`config.mk`:
```
export PLATFORM = sky130hd
export DESIGN_NAME = adc_control_registers
export DESIGN_NICKNAME = d
export VERILOG_FILES = /design/src/core/adc_ctrl_pkg.sv /design/src/core/adc_control_registers.sv /design/src/core/adc_sequencer.sv
export SDC_FILE = /design/constraint.sdc
export NUM_CORES = 1
export LEC_CHECK = 0
export BUFFER_PORTS_ARGS = -buffer_cell sky130_fd_sc_hd__buf_2
export CAP_MARGIN = 20
export CORE_UTILIZATION = 30
export DETAILED_ROUTE_END_ITERATION = 10
export HOLD_SLACK_MARGIN = 0.03
export PLACE_DENSITY = 0.57
export SETUP_SLACK_MARGIN = 0.3
export SLEW_MARGIN = 5
export SYNTH_ARGS = -nofsm -noshare
export SYNTH_HDL_FRONTEND = slang
export SYNTH_HIERARCHICAL = 1
export SYNTH_SLANG_ARGS = --single-unit
```
`constraint.sdc`:
```
create_clock -name ref_clk -period 1.9 [get_ports ref_clk]
set_input_delay 0.38 -clock ref_clk [delete_from_list [all_inputs] [get_ports ref_clk]]
set_output_delay 0.38 -clock ref_clk [all_outputs]
set_load 0.03 [all_outputs]
```
`src/core/adc_ctrl_pkg.sv`:
```
`default_nettype none
package adc_ctrl_pkg;
    // ------------------------------------------------------------
    // register addresses (lower 16 bits)
    // ------------------------------------------------------------
    localparam logic [15:0] ADDR_RESULT_A_UPPER = 16'hFFE0;
    localparam logic [15:0] ADDR_RESULT_A_LOWER = 16'hFFE1;
    localparam logic [15:0] ADDR_RESULT_B_UPPER = 16'hFFE2;
    localparam logic [15:0] ADDR_RESULT_B_LOWER = 16'hFFE3;
    localparam logic [15:0] ADDR_RESULT_C_UPPER = 16'hFFE4;
    localparam logic [15:0] ADDR_RESULT_C_LOWER = 16'hFFE5;
    localparam logic [15:0] ADDR_RESULT_D_UPPER = 16'hFFE6;
    localparam logic [15:0] ADDR_RESULT_D_LOWER = 16'hFFE7;
    localparam logic [15:0] ADDR_CONV_CTRL_STATUS = 16'hFFE8;
    localparam logic [15:0] ADDR_TRIGGER_CONTROL = 16'hFFE9;
    // ------------------------------------------------------------
    // field positions and reset values
    // ------------------------------------------------------------
    localparam int BIT_END_FLAG = 7;
    localparam int BIT_END_IE = 6;
    localparam int BIT_START = 5;
    localparam int BIT_SCAN = 4;
    localparam int BIT_SPEED = 3;
    localparam int BIT_GROUP_HIGH = 2;
    localparam int BIT_EXT_TRIG = 7;
    localparam logic [7:0] RST_CTRL_STATUS = 8'h00;
    localparam logic [7:0] RST_TRIGGER_CONTROL = 8'h7F;
    localparam logic [7:0] TRIGGER_RO_ONES = 8'h7F;
    localparam logic [15:0] RST_RESULT = 16'h0000;
    // ------------------------------------------------------------
    // timing in states (one state = one ref_clk cycle)
    // ------------------------------------------------------------
    localparam logic [8:0] CONV_STATES_SLOW = 9'h10A;
    localparam logic [8:0] CONV_STATES_FAST = 9'h086;
    localparam logic [8:0] CONV_STATES_SCAN_SLOW = 9'h100;
    localparam logic [8:0] CONV_STATES_SCAN_FAST = 9'h080;

    typedef struct packed {
        logic wr;
        logic rd;
        logic [15:0] addr;
        logic [7:0] wdata;
    } cpu_req_t;

    typedef struct packed {
        logic done;
        logic [1:0] channel;
        logic [9:0] value;
    } conv_result_t;
endpackage
`default_nettype wire

```
`src/core/adc_control_registers.sv`:
```
// Function
// - result stored high eight, low two bits
// - result bits five to zero read zero
// - input n writes result register n
// - lower byte read from holding register
// - results cleared on reset and standby
// - control status cleared reset and standby
// - end flag set at conversion/group end
// - end flag cleared after read-one, write-zero
// - writing one to end flag ignored
// - interrupt enable gates end interrupt
// - start bit runs, single clears it
// - scan cycles until start bit cleared
// - bit four selects single or scan
// - bit three selects 266 or 134 states, 256 or 128 for scan conversions after the first
// - channel bits select input or group
// - external trigger stays disabled, reset zero
// - trigger bits six to zero read one
// - trigger control reinitialised to 7F
// - upper byte read captures lower byte
`timescale 1ns/1ps
`default_nettype none
module adc_control_registers #(
    parameter logic [8:0] SLOW_STATES = adc_ctrl_pkg::CONV_STATES_SLOW,
    parameter logic [8:0] FAST_STATES = adc_ctrl_pkg::CONV_STATES_FAST
) (
    input wire logic ref_clk,
    input wire logic rst_n,
    input wire logic standby,
    input wire adc_ctrl_pkg::cpu_req_t cpu_req,
    output logic [7:0] cpu_rdata,
    input wire logic [9:0] sample_data,
    output logic [1:0] sample_channel,
    output logic conversion_end_interrupt
);
    // ------------------------------------------------------------
    // state
    // ------------------------------------------------------------
    typedef struct packed {
        logic [3:0][9:0] result;
        logic [7:0] ctrl;
        logic ext_trig;
        logic [7:0] hold;
        logic flag_seen;
        logic [7:0] rdata;
    } regs_t;

    regs_t r_q, r_d;
    adc_ctrl_pkg::conv_result_t conv;
    logic group_done;
    logic hit_wr;
    logic [1:0] rd_sel;

    function automatic logic [7:0] lower_byte(input logic [9:0] v);
        // bits 5..0 are reserved and always zero
        return {v[1:0], 6'h00};
    endfunction

    // result window decode, shared by the read path and the checks
    function automatic logic is_result_addr(input logic [15:0] a);
        return a >= adc_ctrl_pkg::ADDR_RESULT_A_UPPER &&
            a <= adc_ctrl_pkg::ADDR_RESULT_D_LOWER;
    endfunction

    adc_sequencer #(
        .SLOW_STATES(SLOW_STATES),
        .FAST_STATES(FAST_STATES)
    ) u_seq (
        .ref_clk(ref_clk),
        .rst_n(rst_n),
        .clear(standby),
        .run(r_q.ctrl[adc_ctrl_pkg::BIT_START]),
        .scan(r_q.ctrl[adc_ctrl_pkg::BIT_SCAN]),
        .fast(r_q.ctrl[adc_ctrl_pkg::BIT_SPEED]),
        .sel(r_q.ctrl[1:0]),
        .sample_data(sample_data),
        .sample_channel(sample_channel),
        .result(conv),
        .group_done(group_done)
    );

    // ------------------------------------------------------------
    // next state
    // ------------------------------------------------------------
    always_comb begin
        r_d = r_q;
        rd_sel = cpu_req.addr[2:1];
        hit_wr = cpu_req.wr && (cpu_req.addr == adc_ctrl_pkg::ADDR_CONV_CTRL_STATUS);
        // result lands in register of converted input
        if (conv.done) begin
            r_d.result[conv.channel] = conv.value;
        end
        // read path, registered
        r_d.rdata = 8'h00;
        if (cpu_req.rd) begin
            if (is_result_addr(cpu_req.addr) && !cpu_req.addr[0]) begin
                r_d.rdata = r_q.result[rd_sel][9:2];
                r_d.hold = lower_byte(r_q.result[rd_sel]);
            end else if (is_result_addr(cpu_req.addr)) begin
                r_d.rdata = r_q.hold;
            end else if (cpu_req.addr == adc_ctrl_pkg::ADDR_CONV_CTRL_STATUS) begin
                r_d.rdata = r_q.ctrl;
                if (r_q.ctrl[adc_ctrl_pkg::BIT_END_FLAG]) begin
                    r_d.flag_seen = 1'b1;
                end
            end else if (cpu_req.addr == adc_ctrl_pkg::ADDR_TRIGGER_CONTROL) begin
                r_d.rdata = {r_q.ext_trig, 7'h00} | adc_ctrl_pkg::TRIGGER_RO_ONES;
            end
        end
        if (hit_wr) begin
            r_d.ctrl[6:0] = cpu_req.wdata[6:0];
            // only zero after a read of one clears
            if (!cpu_req.wdata[adc_ctrl_pkg::BIT_END_FLAG] && r_q.flag_seen) begin
                r_d.ctrl[adc_ctrl_pkg::BIT_END_FLAG] = 1'b0;
                r_d.flag_seen = 1'b0;
            end
        end
        // external trigger bit stored, never acted on
        if (cpu_req.wr && cpu_req.addr == adc_ctrl_pkg::ADDR_TRIGGER_CONTROL) begin
            r_d.ext_trig = cpu_req.wdata[adc_ctrl_pkg::BIT_EXT_TRIG];
        end
        // set wins over a clear in the same cycle
        if (group_done) begin
            r_d.ctrl[adc_ctrl_pkg::BIT_END_FLAG] = 1'b1;
            // single mode clears start bit on end
            if (!r_q.ctrl[adc_ctrl_pkg::BIT_SCAN] && !hit_wr) begin
                r_d.ctrl[adc_ctrl_pkg::BIT_START] = 1'b0;
            end
        end
        // scan keeps running while start bit stays set
    end

    // ------------------------------------------------------------
    // registers
    // ------------------------------------------------------------
    always_ff @(posedge ref_clk) begin
        if (!rst_n || standby) begin
            r_q <= '0;
            r_q.ctrl <= adc_ctrl_pkg::RST_CTRL_STATUS;
            r_q.ext_trig <= adc_ctrl_pkg::RST_TRIGGER_CONTROL[adc_ctrl_pkg::BIT_EXT_TRIG];
        end else begin
            r_q <= r_d;
        end
    end

    assign cpu_rdata = r_q.rdata;
    // level interrupt from flag and enable
    assign conversion_end_interrupt = r_q.ctrl[adc_ctrl_pkg::BIT_END_FLAG] &
        r_q.ctrl[adc_ctrl_pkg::BIT_END_IE];
endmodule
`default_nettype wire

```
`src/core/adc_sequencer.sv`:
```
`timescale 1ns/1ps
`default_nettype none
module adc_sequencer #(
    parameter logic [8:0] SLOW_STATES = adc_ctrl_pkg::CONV_STATES_SLOW,
    parameter logic [8:0] FAST_STATES = adc_ctrl_pkg::CONV_STATES_FAST,
    parameter logic [8:0] SCAN_SLOW_STATES = adc_ctrl_pkg::CONV_STATES_SCAN_SLOW,
    parameter logic [8:0] SCAN_FAST_STATES = adc_ctrl_pkg::CONV_STATES_SCAN_FAST
) (
    input wire logic ref_clk,
    input wire logic rst_n,
    input wire logic clear,
    input wire logic run,
    input wire logic scan,
    input wire logic fast,
    input wire logic [1:0] sel,
    input wire logic [9:0] sample_data,
    output logic [1:0] sample_channel,
    output adc_ctrl_pkg::conv_result_t result,
    output logic group_done
);
    typedef struct packed {
        logic active;
        logic first;
        logic [8:0] count;
        logic [1:0] chan;
        adc_ctrl_pkg::conv_result_t res;
        logic gdone;
    } seq_state_t;

    seq_state_t s_q, s_d;
    logic [8:0] len;

    always_comb begin
        s_d = s_q;
        s_d.res.done = 1'b0;
        s_d.gdone = 1'b0;
        len = fast ? FAST_STATES : SLOW_STATES;
        if (scan && !s_q.first) begin
            len = fast ? SCAN_FAST_STATES : SCAN_SLOW_STATES;
        end
        if (!run) begin
            s_d.active = 1'b0;
        end else if (!s_q.active) begin
            // scan restarts from input 0, single starts at the selected input
            s_d.active = 1'b1;
            s_d.first = 1'b1;
            s_d.count = 9'h001;
            s_d.chan = scan ? 2'h0 : sel;
        end else if (s_q.count >= len) begin
            s_d.res.done = 1'b1;
            s_d.res.channel = s_q.chan;
            s_d.res.value = sample_data;
            s_d.count = 9'h001;
            s_d.first = 1'b0;
            if (!scan) begin
                s_d.gdone = 1'b1;
                s_d.active = 1'b0;
            end else if (s_q.chan == sel) begin
                s_d.gdone = 1'b1;
                s_d.chan = 2'h0;
            end else begin
                s_d.chan = s_q.chan + 2'h1;
            end
        end else begin
            s_d.count = s_q.count + 9'h001;
        end
    end

    always_ff @(posedge ref_clk) begin
        if (!rst_n || clear) begin
            s_q <= '0;
        end else begin
            s_q <= s_d;
        end
    end

    assign sample_channel = s_q.chan;
    assign result = s_q.res;
    assign group_done = s_q.gdone;
endmodule
`default_nettype wire

```
==> run metrics <==
Synth area leaders dfxtp_1 (41%), mux2i_1 (8.0%), nand2_1 (7.4%); Initial Utilization ~31%; Std-Cell Rows 43; Synth Instances around 460; DR iter-0 viols 351; htree depth 3; Yosys cell types 60; critical path endpoint category flip-flop; number of global-route vias before repair ~3.4k; fin. max-slew vios 0; CP Class flip-flop to flip-flop; CTS max path bufs 2; final period utilization 102%; Clock Latency Late Sink roughly 350 ps; status complete, but fails checks; hpwl dp between 7000 and 8000 um; max-cap violations 0; GRT Total Usage 15.1%; Mapped Avg Cell Area between 9 and 10 sq um; Yosys top cell area share 41.0%; Final Hold Viols 0; WL/cell about 15 um; async set or reset register ratio after synthesis 0%; fin area between 5000 and 6000 sq um; Filler cells between 1k and 1.5k; Peak Freq approximately 520 MHz; Clk pin slew, worst setup/hold paths ~60 ps; Pre-Repair DR Iteration Count 4; largest fanout on the critical path 4; TritonCTS clock tree built; Core Area ~14,000 sq um; register area share after synthesis around 41%; largest net degree at the start of global routing 41; most common cell after layout, fill and taps aside dfxtp_1; clk root buf clkbuf_16; Area growth, synth to finish 21.2%; die width approximately 120 um; number of synthesized flops with an enable pin 0; GP Congestion 0.798; failing checks setup timing; I/O pin cnt 50; initial antenna violation count 0; Leak roughly 0.0019 uW; ys flop type dfxtp_1; Worst EP arrival 2200 ps; pwr/cell area ~770 nW/um^2; yosys warns 6; number of vias per cell about 5; Die ar. between 10,000 and 15,000 sq um; Total Power 3970 uW; register bit count reported by yosys 87; first-pass GRT wire length ~17,000 um; Final nets 552; RSZ-0062 raised after global routing yes; ant diodes 0; Worst setup SP type flip-flop; share of cells above drive strength 1 28.9%; area leader, netlist dfxtp_1; Num CTS Buffers 9; most frequent cells in the layout dfxtp_1 (84), nand2_1 (83), buf_2 (49); Setup WS post-layout -31.9 ps; mapped cell area roughly 4200 sq um; # clock sinks between 80 and 90; Post-Place Cells 670; gr ovfl total 0; # hold bufs at CTS 0; fin cells a little under 700; Port Buf Inserts 49; DRC Markers 0; Slew @ Worst Pin approximately 510 ps; area of placed instances 4670 sq um; clk_skew roughly 6.4 ps; maximum VDD drop about 0.48 mV; Slew HR about 66%; worst min path class input port to flip-flop; Mapped Nets 508; DR vias approximately 3.4k; total negative slack -120 ps; Die Ht around 120 um; post-route ant nets 0; CP Data Required Time about 2200 ps; Final setup viols 6; wirelength, routed 10,500 um; fin crit period a little under 2000 ps
-- cells in the mapped netlist (2+ instances only) --
master     n
a211oi_1   3
a211oi_2   4
a21oi_1   40
a31oi_1    4
a41oi_1    2
and2_1     2
and3_1     5
buf_2      6
buf_4     25
clkbuf_1  12
dfxtp_1   87
ha_1       6
inv_1      7
mux2i_1   34
mux4_2    10
nand2_1   84
nand2b_1   6
nand3_1   15
nand3b_1   2
nand4_1    9
nand4_2    2
nor2_1    29
nor2b_1    6
nor3_2     2
o21ai_0   11
o21ai_1   10
o31ai_1    2
xor2_1     6
-- critical path, cell delays in order, from the launching register on --
cell and delay (ps):
dfxtp_2 330, nand2b_4 130, nand2_2 60, ha_4 150, or4_4 460, a211oi_4 280
buf_6 170, nand2_8 60, a211oi_2 200
-- what timing repair did --
| action | in CTS | in global routing |
|---|---|---|
| setup endpoints to repair | 27 | 27 |
| pin swaps | 10 | 6 |
| resized for setup | 11 | 7 |
| gates cloned | 1 | 1 |
| endpoints found under the hold margin | 0 | 0 |
| setup buffers | 3 | 1 |
-- report_power, final --
group / switching [uW] / internal (uW) / total [uW]
Clock: 761 / 1240 / 2000
Sequential: 0.00102 / 1820 / 1820
Combinational: 89.2 / 62.9 / 152
-- kinds of logic after synthesis --
group	Yosys count	share of synthesized area [%]
and+or+nand+nor	180	22.1
muxes	45	13.6
xor gates and xnor gates	6	1.24
adders and majority gates	6	1.77
DFF	87	41.0
buffers and inverters	54	7.72
AOI/OAI and AO/OA	85	12.6
-- through the flow --
step | utilization [%] | setup WS [ps] | hold WS (ps)
finish | 37.2 | -31.9 | 273
global placement | 33.7 | -115 | 440
floorplan | - | 25.0 | 433
CTS | 36.8 | -11.6 | 269
detailed placement | 33.7 | -195 | 446
global route | 37.2 | -104 | 279
-- registers in the layout, summed over array words and instances, names as in the netlist --
register and flops:
r_q 52, u_seq/result 13, u_seq/sample_channel 2, u_seq/s_q 11
u_seq/group_done 1, cpu_rdata 8
-- metal layers --
| metal | track usage [%] | wire length (um) |
|---|---|---|
| met5 | 0 | 0 |
| met4 | 5.86 | 192 |
| met3 | 3.20 | 625 |
| met2 | 23.3 | 4700 |
| met1 | 20.4 | 5000 |
-- area by class of cell --
| type | count | area (sq um) | area share (%) |
|---|---|---|---|
| Multi-Input combinational cell | 322 | 2300 | 44.6 |
| Clock buffer | 11 | 253 | 4.91 |
| Tap cell | 180 | 225 | 4.38 |
| Clock inverter | 5 | 86.3 | 1.68 |
| Timing Repair Buffer | 80 | 509 | 9.90 |
| Sequential cell | 87 | 1750 | 34.0 |
| Inverter | 7 | 26.3 | 0.511 |
-- path summary, 6_finish.rpt --
kind | startpoint | to | slack (ps) | cells after the start
worst min register to register | r_q[63] | r_q[63] | 450 | 2
worst max-delay path | u_seq/s_q[25] | u_seq/s_q[24] | -30 | 8
worst min-delay path | sample_data[7] | u_seq/result[7] | 270 | 3
worst max register to register | u_seq/s_q[25] | u_seq/s_q[24] | -30 | 8
(Power assumes the default switching activity.)
